## src/include/udtc_defs.vh

```
`ifndef UDTC_DEFS_VH
`define UDTC_DEFS_VH

// Register byte offsets
`define UDTC_CTRL_OFF 8'h00
`define UDTC_PRELOAD_OFF 8'h04
`define UDTC_SETLVL_OFF 8'h08
`define UDTC_CLRLVL_OFF 8'h0C
`define UDTC_COUNT_OFF 8'h10
`define UDTC_STATUS_OFF 8'h14
`define UDTC_SETSRC_OFF 8'h18
`define UDTC_CLRSRC_OFF 8'h1C

// Control register fields
`define UDTC_CTRL_RETAIN 0
`define UDTC_CTRL_SETEXT 1
`define UDTC_CTRL_CLREXT 2

// Documented threshold maximum
`define UDTC_LVL_MAX 20'hF423F

// AXI response codes
`define UDTC_RESP_OKAY 2'h0
`define UDTC_RESP_SLVERR 2'h2

// Reset values
`define UDTC_CNT_RST 20'h00000
`define UDTC_CTRL_RST 3'h0

`endif

```

## src/verilog/udtc_counter.v

```verilog
`timescale 1ns/1ps
// Functional notes
// [RULE1] Count only rising edges of count input
// [RULE2] Direction low counts up, high down
// [RULE3] Each accepted edge changes count by one
// [RULE4] Reset loads preload value, output forced low
// [RULE5] While reset high, output low, edges dropped
// [RULE6] Thresholds accept zero to documented maximum
// [RULE7] Set>=clear: high at set, low below clear
// [RULE8] Set<clear: high only inside the window
// [RULE9] Counting starts from configurable preload value
// [RULE10] Retention keeps count across power loss; the code keeps it only across aresetn, and a cold start clears it
// [RULE11] Compare once per scan cycle, overshoot possible
// [RULE12] Fast edges up to high rate accepted
// [RULE13] Thresholds may come from another block
// [RULE14] Hysteresis band holds the previous output

`include "udtc_defs.vh"

module udtc_counter #(
    parameter CW = 20,
    parameter SCAN_DIV = 16'h0064,
    parameter NBLK = 4
) (
    // Clock and reset
    input wire aclk,
    input wire aresetn,
    // Function inputs from pins or other blocks
    input wire cnt_in,
    input wire dir_in,
    input wire rst_in,
    // Live values of other blocks, one word each
    input wire [NBLK*CW-1:0] blk_values,
    // Switch output and live count
    output reg switch_out_r,
    output reg [CW-1:0] count_out_r,
    // AXI4-Lite write address
    input wire [7:0] s_axi_awaddr,
    input wire s_axi_awvalid,
    output reg s_axi_awready,
    // AXI4-Lite write data
    input wire [31:0] s_axi_wdata,
    input wire [3:0] s_axi_wstrb,
    input wire s_axi_wvalid,
    output reg s_axi_wready,
    // AXI4-Lite write response
    output reg [1:0] s_axi_bresp,
    output reg s_axi_bvalid,
    input wire s_axi_bready,
    // AXI4-Lite read address
    input wire [7:0] s_axi_araddr,
    input wire s_axi_arvalid,
    output reg s_axi_arready,
    // AXI4-Lite read data
    output reg [31:0] s_axi_rdata,
    output reg [1:0] s_axi_rresp,
    output reg s_axi_rvalid,
    input wire s_axi_rready
);

    // Function inputs arrive from pins or other scan logic with no
    // relation to aclk, so each passes two flip-flops before any
    // logic reads it. The edge detector then adds one more stage,
    // which means a count edge takes three clocks to reach count_r.
    // Pulses shorter than about one clock can be lost.
    // Two-stage synchronisers for the external inputs
    reg [1:0] cnt_sync_r;
    reg [1:0] dir_sync_r;
    reg [1:0] rst_sync_r;
    reg cnt_prev_r; // Last synchronised count level
    // Software registers
    reg [2:0] ctrl_r;
    reg [CW-1:0] preload_r;
    reg [CW-1:0] setlvl_r;
    reg [CW-1:0] clrlvl_r;
    reg [7:0] setsrc_r;
    reg [7:0] clrsrc_r;
    // Counter state
    reg [CW-1:0] count_r;
    reg [15:0] scan_r; // Scan cycle timer
    // Write channel holding
    reg [7:0] aw_addr_r;
    reg aw_have_r;
    reg [31:0] w_data_r;
    reg [3:0] w_strb_r;
    reg w_have_r;
    // Software preload request, applied by the counter process
    reg sw_load_r;

    wire cnt_s = cnt_sync_r[1];
    wire dir_s = dir_sync_r[1];
    wire rst_s = rst_sync_r[1];
    wire cnt_rise = cnt_s & ~cnt_prev_r; // [RULE1]
    wire scan_tick = (scan_r == 16'h0000);

    // Each threshold can follow another block's live value instead of
    // its own register. An index beyond the last block leaves the own
    // register in force, so a stale index never selects garbage.
    // The other blocks share aclk, so no synchroniser is needed.
    // Selected thresholds: own register or another block's value
    reg [CW-1:0] set_eff;
    reg [CW-1:0] clr_eff;
    integer k;
    always @* begin
        set_eff = setlvl_r;
        clr_eff = clrlvl_r;
        for (k = 0; k < NBLK; k = k + 1) begin
            if (ctrl_r[`UDTC_CTRL_SETEXT] && setsrc_r == k[7:0]) begin
                set_eff = blk_values[k*CW +: CW]; // [RULE13]
            end
            if (ctrl_r[`UDTC_CTRL_CLREXT] && clrsrc_r == k[7:0]) begin
                clr_eff = blk_values[k*CW +: CW]; // [RULE13]
            end
        end
    end

    // Software may write any 32-bit word into a level register.
    // Values above the largest legal level are clamped rather than
    // truncated, so a too-large level never wraps to a small one.
    // Clamp a register write to the documented maximum
    function [CW-1:0] clamp_lvl;
        input [31:0] v;
        begin
            if (v > {12'h000, `UDTC_LVL_MAX}) begin
                clamp_lvl = `UDTC_LVL_MAX; // [RULE6]
            end else begin
                clamp_lvl = v[CW-1:0];
            end
        end
    endfunction

    // Input synchronisers; sampled at the fast rate every clock
    always @(posedge aclk) begin
        if (!aresetn) begin
            cnt_sync_r <= 2'h0;
            dir_sync_r <= 2'h0;
            rst_sync_r <= 2'h0;
            cnt_prev_r <= 1'b0;
        end else begin
            cnt_sync_r <= {cnt_sync_r[0], cnt_in}; // [RULE12]
            dir_sync_r <= {dir_sync_r[0], dir_in};
            rst_sync_r <= {rst_sync_r[0], rst_in};
            cnt_prev_r <= cnt_s;
        end
    end

    // Priority of the counter: bus reset, function reset, software
    // preload, then counting. A held function reset keeps loading the
    // preload value, which is what discards edges during reset.
    // The count wraps modulo two to the power of the width; users
    // who need saturation must keep the levels inside the range.
    // Counter: reset, software load, or one step per rising edge
    always @(posedge aclk) begin
        if (!aresetn) begin
            // Retained count survives a soft reset when retention is on
            if (!ctrl_r[`UDTC_CTRL_RETAIN]) begin
                count_r <= `UDTC_CNT_RST; // [RULE10]
            end
        end else if (rst_s) begin
            count_r <= preload_r; // [RULE4] [RULE5] [RULE9]
        end else if (sw_load_r) begin
            count_r <= preload_r; // [RULE9]
        end else if (cnt_rise) begin
            if (dir_s) begin
                count_r <= count_r - 1'b1; // [RULE2] [RULE3]
            end else begin
                count_r <= count_r + 1'b1; // [RULE2] [RULE3]
            end
        end
    end

    // The scan timer stands in for the controller's scan cycle.
    // The first tick comes right after reset release, then one
    // every SCAN_DIV clocks. Counting itself is not tied to ticks.
    // Scan timer: output is evaluated once per scan period
    always @(posedge aclk) begin
        if (!aresetn) begin
            scan_r <= 16'h0000;
        end else if (scan_tick) begin
            scan_r <= SCAN_DIV - 16'h0001;
        end else begin
            scan_r <= scan_r - 16'h0001;
        end
    end

    // The switch is compared only on scan ticks, so several counts
    // may pass between two looks and a level can be overshot. A
    // function reset forces the switch low at once, not at a tick.
    // With the set level at or above the clear level the switch has
    // hysteresis; with it below, the switch marks a window.
    // Threshold comparison and live count
    always @(posedge aclk) begin
        if (!aresetn) begin
            switch_out_r <= 1'b0;
            count_out_r <= `UDTC_CNT_RST;
        end else begin
            count_out_r <= count_r;
            if (rst_s) begin
                switch_out_r <= 1'b0; // [RULE4] [RULE5]
            end else if (scan_tick) begin // [RULE11]
                if (set_eff >= clr_eff) begin
                    // Hysteresis mode
                    if (count_r >= set_eff) begin
                        switch_out_r <= 1'b1; // [RULE7]
                    end else if (count_r < clr_eff) begin
                        switch_out_r <= 1'b0; // [RULE7]
                    end // Band: hold [RULE14]
                end else begin
                    // Window mode
                    switch_out_r <= (count_r >= set_eff) &&
                        (count_r < clr_eff); // [RULE8]
                end
            end
        end
    end

    // Address and data are held until both have arrived; the
    // response then follows one clock later. The readies stay low
    // until the response is taken, so one write is open at a time.
    // Partial writes are answered but change nothing.
    // AXI write path: capture address and data in either order
    always @(posedge aclk) begin
        if (!aresetn) begin
            s_axi_awready <= 1'b1;
            s_axi_wready <= 1'b1;
            s_axi_bvalid <= 1'b0;
            s_axi_bresp <= `UDTC_RESP_OKAY;
            aw_have_r <= 1'b0;
            w_have_r <= 1'b0;
            aw_addr_r <= 8'h00;
            w_data_r <= 32'h00000000;
            w_strb_r <= 4'h0;
            // Retention flag survives a soft reset; an unknown flag at
            // power-up reads as off, so a cold start clears the count
            ctrl_r <= `UDTC_CTRL_RST;
            if (ctrl_r[`UDTC_CTRL_RETAIN]) begin
                ctrl_r[`UDTC_CTRL_RETAIN] <= 1'b1; // [RULE10]
            end
            preload_r <= `UDTC_CNT_RST;
            setlvl_r <= `UDTC_CNT_RST;
            clrlvl_r <= `UDTC_CNT_RST;
            setsrc_r <= 8'h00;
            clrsrc_r <= 8'h00;
            sw_load_r <= 1'b0;
        end else begin
            sw_load_r <= 1'b0;
            if (s_axi_awvalid && s_axi_awready) begin
                aw_addr_r <= s_axi_awaddr;
                aw_have_r <= 1'b1;
                s_axi_awready <= 1'b0;
            end
            if (s_axi_wvalid && s_axi_wready) begin
                w_data_r <= s_axi_wdata;
                w_strb_r <= s_axi_wstrb;
                w_have_r <= 1'b1;
                s_axi_wready <= 1'b0;
            end
            if (aw_have_r && w_have_r && !s_axi_bvalid) begin
                aw_have_r <= 1'b0;
                w_have_r <= 1'b0;
                s_axi_bvalid <= 1'b1;
                s_axi_bresp <= `UDTC_RESP_OKAY;
                // Registers take whole words when all lanes are set
                if (w_strb_r == 4'hF) begin
                    case (aw_addr_r)
                        `UDTC_CTRL_OFF: begin
                            ctrl_r <= w_data_r[2:0];
                        end
                        `UDTC_PRELOAD_OFF: begin
                            preload_r <= clamp_lvl(w_data_r);
                            sw_load_r <= 1'b1;
                        end
                        `UDTC_SETLVL_OFF: begin
                            setlvl_r <= clamp_lvl(w_data_r);
                        end
                        `UDTC_CLRLVL_OFF: begin
                            clrlvl_r <= clamp_lvl(w_data_r);
                        end
                        `UDTC_SETSRC_OFF: begin
                            setsrc_r <= w_data_r[7:0];
                        end
                        `UDTC_CLRSRC_OFF: begin
                            clrsrc_r <= w_data_r[7:0];
                        end
                        `UDTC_COUNT_OFF, `UDTC_STATUS_OFF: begin
                            s_axi_bresp <= `UDTC_RESP_OKAY;
                        end
                        default: begin
                            s_axi_bresp <= `UDTC_RESP_SLVERR;
                        end
                    endcase
                end
            end
            if (s_axi_bvalid && s_axi_bready) begin
                s_axi_bvalid <= 1'b0;
                s_axi_awready <= 1'b1;
                s_axi_wready <= 1'b1;
            end
        end
    end

    // Read data are taken the clock after the address and held with
    // rvalid until the master takes them. Unmapped reads return zero
    // with an error response.
    // AXI read path: one read at a time
    always @(posedge aclk) begin
        if (!aresetn) begin
            s_axi_arready <= 1'b1;
            s_axi_rvalid <= 1'b0;
            s_axi_rdata <= 32'h00000000;
            s_axi_rresp <= `UDTC_RESP_OKAY;
        end else begin
            if (s_axi_arvalid && s_axi_arready) begin
                s_axi_arready <= 1'b0;
                s_axi_rvalid <= 1'b1;
                s_axi_rresp <= `UDTC_RESP_OKAY;
                case (s_axi_araddr)
                    `UDTC_CTRL_OFF: s_axi_rdata <= {29'h0, ctrl_r};
                    `UDTC_PRELOAD_OFF: s_axi_rdata <= {12'h000, preload_r};
                    `UDTC_SETLVL_OFF: s_axi_rdata <= {12'h000, setlvl_r};
                    `UDTC_CLRLVL_OFF: s_axi_rdata <= {12'h000, clrlvl_r};
                    `UDTC_COUNT_OFF: s_axi_rdata <= {12'h000, count_r};
                    `UDTC_STATUS_OFF: begin
                        s_axi_rdata <= {29'h0, rst_s, dir_s, switch_out_r};
                    end
                    `UDTC_SETSRC_OFF: s_axi_rdata <= {24'h000000, setsrc_r};
                    `UDTC_CLRSRC_OFF: s_axi_rdata <= {24'h000000, clrsrc_r};
                    default: begin
                        s_axi_rdata <= 32'h00000000;
                        s_axi_rresp <= `UDTC_RESP_SLVERR;
                    end
                endcase
            end
            if (s_axi_rvalid && s_axi_rready) begin
                s_axi_rvalid <= 1'b0;
                s_axi_arready <= 1'b1;
            end
        end
    end

endmodule // udtc_counter
```

## config.mk

```make
export PLATFORM = sky130hd
export DESIGN_NAME = udtc_counter
export DESIGN_NICKNAME = d
export VERILOG_FILES = /design/src/verilog/udtc_counter.v
export VERILOG_INCLUDE_DIRS = /design/src /design/src/include
export SDC_FILE = /design/constraint.sdc
export NUM_CORES = 1
export LEC_CHECK = 0
export BUFFER_PORTS_ARGS = -buffer_cell sky130_fd_sc_hd__buf_2
export CAP_MARGIN = 20
export CORE_UTILIZATION = 50
export DETAILED_ROUTE_END_ITERATION = 6
export HOLD_SLACK_MARGIN = 0.12
export PLACE_DENSITY = 0.77
export SETUP_SLACK_MARGIN = 0.1
export SLEW_MARGIN = 20
export SYNTH_ARGS = -nofsm -noshare
export SYNTH_HDL_FRONTEND = slang
export SYNTH_SLANG_ARGS = --single-unit
```

## constraint.sdc

```tcl
create_clock -name aclk -period 4.6 [get_ports aclk]
set_input_delay 0.23 -clock aclk [delete_from_list [all_inputs] [get_ports aclk]]
set_output_delay 0.23 -clock aclk [all_outputs]
set_load 0.05 [all_outputs]
```

==> results of run 1 <==
==> power breakdown <==
group	switching [mW]	internal, mW	leakage, nW
Combinational	0.528	0.359	3.72
Clock	0.776	1.13	0.383
Sequential	0.153	2.04	1.81
Total	1.46	3.53	5.91
==> final timing paths <==
check	end	slack, ns	cells after the start	from
max	switch_out_r$_SDFFE_PP0P_	0.44	15	setsrc_r[3]$_SDFFE_PN0P_
min	w_have_r$_SDFFE_PP0P_	0.27	3	aresetn
max reg2reg	switch_out_r$_SDFFE_PP0P_	0.44	15	setsrc_r[3]$_SDFFE_PN0P_
min reg2reg	dir_sync_r[1]$_SDFF_PN0_	0.43	1	dir_sync_r[0]$_SDFF_PN0_
==> cells by family (layout without fill, tap and decap cells) <==
| family | count (synthesis) | in the layout | share of synthesized area |
|---|---|---|---|
| XOR/XNOR | 25 | 25 | 0.0178 |
| flip-flops | 217 | 217 | 0.371 |
| AO/OA/AOI/OAI | 458 | 458 | 0.228 |
| buffers and inverters | 130 | 336 | 0.0466 |
| other | 1 | 15 | 0.000305 |
| multiplexers | 61 | 61 | 0.0512 |
| AND/OR/NAND/NOR | 567 | 567 | 0.204 |
| adder cells (fa/ha/maj) | 79 | 79 | 0.0811 |
==> worst min-delay path, delay by kind of cell <==
family | cells | cell delay, ns
buffers and inverters | 1 | 0.30
and+or+nand+nor | 2 | 0.22
==> per-stage QoR <==
stage	utilization	hold slack, ns
5_1_grt	0.625	0.300
3_3_place_gp	0.563	0.419
2_1_floorplan	-	0.330
4_1_cts	0.623	0.288
6_report	0.625	0.271
3_5_place_dp	0.563	0.424
==> registers in the layout (all words and copies together), names as in the netlist, 2 cells and up <==
register / cells
w_data_r: 32
count_r: 20
s_axi_rdata: 20
w_strb_r: 4
clrlvl_r: 20
clrsrc_r: 8
setlvl_r: 20
ctrl_r: 3
setsrc_r: 8
preload_r: 20
count_out_r: 20
rst_sync_r: 2
dir_sync_r: 2
scan_r: 16
cnt_sync_r: 2
aw_addr_r: 8
==> placed cells by master, fill, tap and decap left out, drive strengths merged, types with 6 or more instances in the layout <==
cell / Yosys / final
dfxtp: 196 / 196
or2: 6 / 6
ha: 78 / 78
nand4: 6 / 6
conb: 1 / 14
dlygate4sd3: 0 / 63
a211oi: 42 / 42
mux2i: 58 / 58
a222oi: 23 / 23
nor4: 7 / 7
nand2: 236 / 236
xor2: 7 / 7
or4: 6 / 6
and2: 27 / 27
clkbuf: 77 / 34
or3: 6 / 6
inv: 21 / 24
nor2: 196 / 196
o211ai: 24 / 24
o21ai: 74 / 74
nor3: 23 / 23
nand3: 22 / 22
a21oi: 217 / 217
buf: 32 / 210
xnor2: 18 / 18
a21o: 35 / 35
edfxtp: 21 / 21
nand2b: 9 / 9
==> repair_timing <==
action / 4_1_cts / 5_1_grt
hold buffers: 63 / 0
endpoints found under the setup margin: 0 / 1
hold endpoints to repair: 54 / 0
gates resized for setup: 0 / 5
==> per-layer routing <==
layer	up-vias	GRT usage	wire, µm
met2	674	0.485	17600
li1	5879	-	-
met5	-	0	0
met1	5762	0.403	16600
met4	0	0.123	1810
met3	105	0.0617	4160
==> cell type report <==
cell class | instances | share of cell area
multi-input cells | 1204 | 0.488
flip-flops and latches | 217 | 0.307
repair buffers | 273 | 0.120
clock buffers | 34 | 0.0449
well taps | 319 | 0.0269
clock inverters | 8 | 0.00792
inverters | 21 | 0.00548
diodes | 1 | 0.000169
==> impl_metrics.prom, run 1 <==
# TYPE chip_impl_metric gauge
chip_impl_metric{name="postLayoutCellArea",unit="µm²"} 14800
chip_impl_metric{name="placed_cells_incl_taps",unit=""} 1970
chip_impl_info{name="grt_setup_unrepaired",value="no"} 1
chip_impl_metric{name="initial_utilization",unit=""} 0.517
chip_impl_info{name="outcome",value="complete, but fails checks"} 1
chip_impl_metric{name="vias_in_the_first_global_route",unit=""} 11500
chip_impl_metric{name="vdd_ir_drop_max",unit="V"} 0.000278
chip_impl_metric{name="port_buffers",unit=""} 189
chip_impl_info{name="worst_setup_sp_type",value="flip-flop"} 1
chip_impl_info{name="worstHoldPathType",value="in2reg"} 1
chip_impl_info{name="synth.area.top_cells",value="sky130_fd_sc_hd__dfxtp_1 (32%), sky130_fd_sc_hd__a21oi_1 (8.8%), sky130_fd_sc_hd__ha_1 (7.9%)"} 1
chip_impl_metric{name="layout.nets",unit=""} 1961
chip_impl_metric{name="fin_clk_skew",unit="ns"} 0.0128
chip_impl_metric{name="i_o_pin_cnt",unit=""} 204
chip_impl_metric{name="final_min_period_over_clock_period",unit=""} 0.903
chip_impl_metric{name="async_reset_ff_frac",unit=""} 0
chip_impl_info{name="clk_root_buffer_cell",value="sky130_fd_sc_hd__clkbuf_16"} 1
chip_impl_metric{name="register_area",unit="µm²"} 4550
chip_impl_info{name="timing.setup.critical_path_class",value="reg2reg"} 1
chip_impl_info{name="cp_slowest_cell",value="sky130_fd_sc_hd__or4_1"} 1
chip_impl_metric{name="worst_ep_required_time",unit="ns"} 5.00
chip_impl_metric{name="netlist-cell-type-count",unit=""} 71
chip_impl_metric{name="dpl_worst_slack",unit="ns"} 0.403
chip_impl_metric{name="fraction_of_final_layout_cells_sized_beyond_drive_strength_1",unit=""} 0.158
chip_impl_metric{name="worstMarginPinSlew",unit="ns"} 1.07
chip_impl_metric{name="track_usage",unit=""} 0.305
chip_impl_metric{name="syn_to_final_growth",unit="%"} 20.9
chip_impl_metric{name="cell_area_after_synthesis",unit="µm²"} 12300
chip_impl_metric{name="tritoncts_buffer_count",unit=""} 23
chip_impl_metric{name="stdcell_count",unit=""} 2077
chip_impl_info{name="synthMostInstantiatedCell",value="sky130_fd_sc_hd__nand2_1"} 1
chip_impl_info{name="dominantRegCellSynth",value="sky130_fd_sc_hd__dfxtp_1"} 1
chip_impl_metric{name="fill_cells",unit=""} 2016
chip_impl_metric{name="slew_viol_final",unit=""} 0
chip_impl_metric{name="post-cts-setup-buffers",unit=""} 0
chip_impl_info{name="clock_tree_from_tritoncts",value="built"} 1
chip_impl_metric{name="netlist_instances",unit=""} 1538
chip_impl_metric{name="via_count",unit=""} 12400
chip_impl_metric{name="timing.max_slew.rel_slack",unit=""} 0.284
chip_impl_info{name="synth_common_cells",value="sky130_fd_sc_hd__nand2_1 (236), sky130_fd_sc_hd__a21oi_1 (217), sky130_fd_sc_hd__dfxtp_1 (196)"} 1
chip_impl_info{name="failing_checks",value="design-rule violations"} 1
chip_impl_metric{name="insertion_delay",unit="ns"} 0.53
chip_impl_metric{name="path_max_fanout",unit=""} 16
chip_impl_metric{name="final_gp_congestion",unit=""} 1.03
chip_impl_metric{name="multiInputGateArea",unit="µm²"} 7250
chip_impl_metric{name="clockBufferDepth",unit=""} 3
chip_impl_metric{name="crit_arrival",unit="ns"} 4.56
chip_impl_metric{name="fmax",unit="GHz"} 0.241
chip_impl_metric{name="clk_pin_slew_worst_paths",unit="ns"} 0.06
chip_impl_metric{name="synth.yosys.seq_area_share",unit=""} 0.371
chip_impl_metric{name="final.min_clock_period",unit="ns"} 4.16
chip_impl_metric{name="initialDrtViolationCount",unit=""} 1718
chip_impl_metric{name="drv_cap",unit=""} 0
chip_impl_metric{name="timing.final.setup_violations",unit=""} 0
chip_impl_metric{name="tritoncts_num_sinks",unit=""} 217
chip_impl_metric{name="grt_max_degree",unit=""} 109
chip_impl_metric{name="dpl-instance-area",unit="µm²"} 13400
chip_impl_metric{name="worst_slack",unit="ns"} 0.444
chip_impl_info{name="setup.worst_path.end_class",value="flip-flop"} 1
chip_impl_metric{name="floorplan.die_area",unit="µm²"} 25200
chip_impl_metric{name="vertical_extent_of_the_die",unit="µm"} 159
chip_impl_info{name="path_cells",value="or4_1, nor4b_4, and2b_2, buf_4, nor2_1, a211oi_1, a21oi_1, a21o_1, ha_1, a2111oi_0, nand3_1, a311oi_1, nor2_1, mux2i_1, a21oi_1"} 1
chip_impl_metric{name="drc_errors",unit=""} 1
chip_impl_metric{name="ys_seq_elements",unit=""} 217
chip_impl_metric{name="drt-pass1-iter-count",unit=""} 7
chip_impl_metric{name="timing_hold_violations_final",unit=""} 0
chip_impl_metric{name="chipWidth",unit="µm"} 159
chip_impl_metric{name="drt.antenna.violating_nets",unit=""} 0
chip_impl_metric{name="placement_rows",unit=""} 56
chip_impl_metric{name="core_region_area",unit="µm²"} 23800
chip_impl_metric{name="grt_first_pass_wirelength",unit="µm"} 61600
chip_impl_metric{name="ratio_of_routed_vias_to_standard_cells",unit=""} 5.98
chip_impl_metric{name="power",unit="mW"} 4.99
chip_impl_metric{name="avgSynthCellArea",unit="µm²"} 7.98
chip_impl_info{name="synth_top_area_cell",value="sky130_fd_sc_hd__dfxtp_1"} 1
chip_impl_metric{name="overflow",unit=""} 0
chip_impl_metric{name="grt_antenna_before_repair",unit=""} 2
chip_impl_metric{name="crit_buf_inv",unit=""} 1
chip_impl_metric{name="dpl.hpwl",unit="µm"} 28500
chip_impl_metric{name="netlist.area_leader.share",unit=""} 0.320
chip_impl_metric{name="synth_enable_flop_cells",unit=""} 21
chip_impl_metric{name="detail_route.wirelength",unit="µm"} 40200
chip_impl_metric{name="static-leakage-power",unit="nW"} 5.91
chip_impl_metric{name="yosysWarningCount",unit=""} 0
chip_impl_metric{name="slowest_delay",unit="ns"} 0.58
chip_impl_metric{name="tns",unit="ns"} 0
chip_impl_metric{name="htree_levels",unit=""} 1
chip_impl_info{name="path_delay_family",value="simple AND/OR/NAND/NOR gates"} 1
chip_impl_metric{name="p_per_area",unit="nW/µm²"} 336
chip_impl_metric{name="routed_wire_length_per_instance",unit="µm"} 19.3
Note: power is estimated with default switching activity, not from simulation.
==> inputs of run 2 (changes only) <==
--- a/config.mk
+++ b/config.mk
@@ -9,6 +9,7 @@
 export BUFFER_PORTS_ARGS = -buffer_cell sky130_fd_sc_hd__buf_2
 export CAP_MARGIN = 20
 export CORE_UTILIZATION = 50
+export CTS_CLUSTER_DIAMETER = 200
 export DETAILED_ROUTE_END_ITERATION = 6
 export HOLD_SLACK_MARGIN = 0.12
 export PLACE_DENSITY = 0.77
==> constraint.sdc (replaced) <==
create_clock -name aclk -period 5.35 [get_ports aclk]
set_input_delay 0.2675 -clock aclk [delete_from_list [all_inputs] [get_ports aclk]]
set_output_delay 0.2675 -clock aclk [all_outputs]
set_load 0.05 [all_outputs]
==> impl_metrics.prom, run 2 (synthesis results as in run 1) <==
# TYPE chip_impl_metric gauge
chip_impl_info{name="outcome",value="complete, but fails checks"} 1
chip_impl_info{name="failing_checks",value="design-rule violations"} 1
chip_impl_metric{name="rrSetupSlack",unit="ns"} 0.75
chip_impl_info{name="path_cells",value="or4_1, nor4b_2, and2b_1, buf_4, nor2_1, a211oi_1, a21oi_1, a21o_1, ha_1, a2111oi_0, nand3_1, a311oi_1, nor2_1, mux2i_1, a21oi_1"} 1
chip_impl_metric{name="drc_errors",unit=""} 4
chip_impl_metric{name="clockBufferDepth",unit=""} 3
chip_impl_metric{name="power_frac_seq",unit=""} 0.449
chip_impl_metric{name="chipWidth",unit="µm"} 159
chip_impl_info{name="clock_tree_from_tritoncts",value="built"} 1
chip_impl_metric{name="final_gp_congestion",unit=""} 0.954
chip_impl_metric{name="timing.max_slew.rel_slack",unit=""} 0.220
chip_impl_metric{name="insertion_delay",unit="ns"} 0.53
chip_impl_info{name="grt_setup_unrepaired",value="no"} 1
chip_impl_metric{name="static-leakage-power",unit="nW"} 5.84
chip_impl_info{name="cp_slowest_cell",value="sky130_fd_sc_hd__a2111oi_0"} 1
chip_impl_metric{name="timing.hold.worst_path_depth",unit=""} 3
chip_impl_metric{name="worst-r2r-cell-count",unit=""} 15
chip_impl_metric{name="placed_cells_incl_taps",unit=""} 1964
chip_impl_metric{name="overflow",unit=""} 0
chip_impl_info{name="rr_endpoint",value="switch_out_r$_SDFFE_PP0P_"} 1
chip_impl_metric{name="vias_in_the_first_global_route",unit=""} 11500
chip_impl_metric{name="fin_hold_ws",unit="ns"} 0.161
chip_impl_metric{name="stdcell_count",unit=""} 2067
chip_impl_metric{name="slowest_delay",unit="ns"} 0.65
chip_impl_metric{name="fill_cells",unit=""} 2065
chip_impl_info{name="timing.setup.critical_path_class",value="reg2reg"} 1
chip_impl_info{name="worstHoldPathType",value="in2reg"} 1
chip_impl_metric{name="i_o_pin_cnt",unit=""} 204
chip_impl_metric{name="clock_group_share_of_total_power",unit=""} 0.371
chip_impl_metric{name="drv_cap",unit=""} 0
chip_impl_metric{name="htree_levels",unit=""} 1
chip_impl_metric{name="core_region_area",unit="µm²"} 23800
chip_impl_metric{name="grt_max_degree",unit=""} 93
chip_impl_metric{name="cellInternalPower",unit="mW"} 2.95
chip_impl_metric{name="syn_to_final_growth",unit="%"} 19.6
chip_impl_metric{name="power",unit="mW"} 4.19
chip_impl_metric{name="routed_wire_length_per_instance",unit="µm"} 19.9
chip_impl_metric{name="vdd_ir_drop_max",unit="V"} 0.000213
chip_impl_metric{name="dpl-instance-area",unit="µm²"} 13300
chip_impl_metric{name="largest_register_ff_count",unit=""} 32
chip_impl_metric{name="fin_clk_skew",unit="ns"} 0.0206
chip_impl_metric{name="initial_utilization",unit=""} 0.517
chip_impl_metric{name="fraction_of_final_layout_cells_sized_beyond_drive_strength_1",unit=""} 0.152
chip_impl_metric{name="postLayoutCellArea",unit="µm²"} 14700
chip_impl_metric{name="drt.antenna.violating_nets",unit=""} 0
chip_impl_metric{name="fmax",unit="GHz"} 0.217
chip_impl_metric{name="core_utilization_of_the_finished_layout",unit=""} 0.618
chip_impl_metric{name="antennaDiodeCount",unit=""} 0
chip_impl_info{name="mostFrequentLayoutCells",value="sky130_fd_sc_hd__nand2_1 (235), sky130_fd_sc_hd__a21oi_1 (217), sky130_fd_sc_hd__dfxtp_1 (196)"} 1
chip_impl_metric{name="worstMarginPinSlew",unit="ns"} 1.17
chip_impl_metric{name="crit_arrival",unit="ns"} 5.01
chip_impl_metric{name="port_buffers",unit=""} 189
chip_impl_metric{name="worst_ep_required_time",unit="ns"} 5.75
chip_impl_info{name="timing.hold.worst.start",value="s_axi_awvalid"} 1
chip_impl_metric{name="floorplan.die_area",unit="µm²"} 25200
chip_impl_info{name="final_common_cell",value="sky130_fd_sc_hd__nand2_1"} 1
chip_impl_metric{name="path_max_fanout",unit=""} 23
chip_impl_metric{name="placement_rows",unit=""} 56
chip_impl_metric{name="worst_slack",unit="ns"} 0.746
chip_impl_metric{name="final.min_clock_period",unit="ns"} 4.60
chip_impl_metric{name="timing.final.setup_violations",unit=""} 0
chip_impl_metric{name="dpl_worst_slack",unit="ns"} 0.825
chip_impl_info{name="setup.worst_path.end_class",value="flip-flop"} 1
chip_impl_metric{name="tritoncts_buffer_count",unit=""} 23
chip_impl_metric{name="timing_hold_violations_final",unit=""} 0
chip_impl_metric{name="p_per_area",unit="nW/µm²"} 286
chip_impl_metric{name="detail_route.wirelength",unit="µm"} 41000
chip_impl_metric{name="vertical_extent_of_the_die",unit="µm"} 159
chip_impl_metric{name="final_min_period_over_clock_period",unit=""} 0.861
chip_impl_metric{name="slew_viol_final",unit=""} 0
chip_impl_metric{name="dpl.hpwl",unit="µm"} 29000
chip_impl_info{name="largest-register",value="w_data_r"} 1
chip_impl_metric{name="power_switching",unit="mW"} 1.24
chip_impl_info{name="worst_hold_path.endpoint",value="aw_have_r$_SDFFE_PP0P_"} 1
chip_impl_info{name="worst_r2r_startpoint",value="setsrc_r[3]$_SDFFE_PN0P_"} 1
chip_impl_metric{name="grt_first_pass_wirelength",unit="µm"} 63200
chip_impl_metric{name="p_comb_frac",unit=""} 0.181
chip_impl_metric{name="share_of_total_power_consumed_by_net_switching",unit=""} 0.297
chip_impl_info{name="worst_setup_sp_type",value="flip-flop"} 1
chip_impl_metric{name="clk_pin_slew_worst_paths",unit="ns"} 0.06
chip_impl_metric{name="drt-pass1-iter-count",unit=""} 7
chip_impl_info{name="clk_root_buffer_cell",value="sky130_fd_sc_hd__clkbuf_16"} 1
chip_impl_metric{name="via_count",unit=""} 12300
chip_impl_metric{name="layout.nets",unit=""} 1953
chip_impl_metric{name="grt_antenna_before_repair",unit=""} 0
chip_impl_metric{name="tns",unit="ns"} 0
chip_impl_metric{name="tritoncts_num_sinks",unit=""} 217
chip_impl_metric{name="initialDrtViolationCount",unit=""} 1168
chip_impl_metric{name="ratio_of_routed_vias_to_standard_cells",unit=""} 5.95
chip_impl_metric{name="total_of_cells_resized_after_clock_tree_synthesis",unit=""} 0
chip_impl_metric{name="track_usage",unit=""} 0.317
==> run 2: area by class of cell <==
type	instances	area, µm²	area share
clock inverter	6	53.8	0.00366
timing repair buffer	265	1680	0.115
tap	319	399	0.0272
multi-input combinational	1204	7230	0.492
clock buffer	35	682	0.0464
sequential	217	4550	0.310
inverter	21	81.3	0.00554
==> run 2: worst max-delay path by stage <==
stage,start,endpoint,slack (ns)
global placement,setsrc_r[3]$_SDFFE_PN0P_,switch_out_r$_SDFFE_PP0P_,0.90
global route,setsrc_r[3]$_SDFFE_PN0P_,switch_out_r$_SDFFE_PP0P_,0.33
floorplan,clrsrc_r[3]$_SDFFE_PN0P_,switch_out_r$_SDFFE_PP0P_,1.58
detailed placement,setsrc_r[3]$_SDFFE_PN0P_,switch_out_r$_SDFFE_PP0P_,0.82
CTS,setsrc_r[3]$_SDFFE_PN0P_,switch_out_r$_SDFFE_PP0P_,0.79
finish,setsrc_r[3]$_SDFFE_PN0P_,switch_out_r$_SDFFE_PP0P_,0.75
==> run 2: power by group through the flow <==
stage	clock, mW	combinational, mW	sequential [mW]
final	1.55	0.757	1.88
after global routing	1.63	0.844	1.90
after CTS	1.56	0.745	1.88
after global placement	0	0.693	1.91
after detailed placement	0	0.705	1.91
after floorplan	0	0.480	1.91
==> run 2: critical path, delay by kind of cell (launching register included) <==
family,cells,cell delay [ns]
compound gates,6,1.53
fa+ha+maj,1,0.27
buf+inv,1,0.35
flops,1,0.32
mux,1,0.15
simple gates,6,1.84
==> run 2: what timing repair did <==
action                                 CTS  global route
buffers inserted                         0             0
hold buffers                            62             0
endpoints found under the hold margin   53             0
==> run 2: routing by layer <==
layer	global-route usage	share of wire	wire length, µm	vias up
met5	0	0	0	-
met2	0.502	0.44	18100	657
met1	0.432	0.42	17200	5677
li1	-	-	-	5856
met4	0.128	0.044	1810	0
met3	0.0436	0.096	3950	104
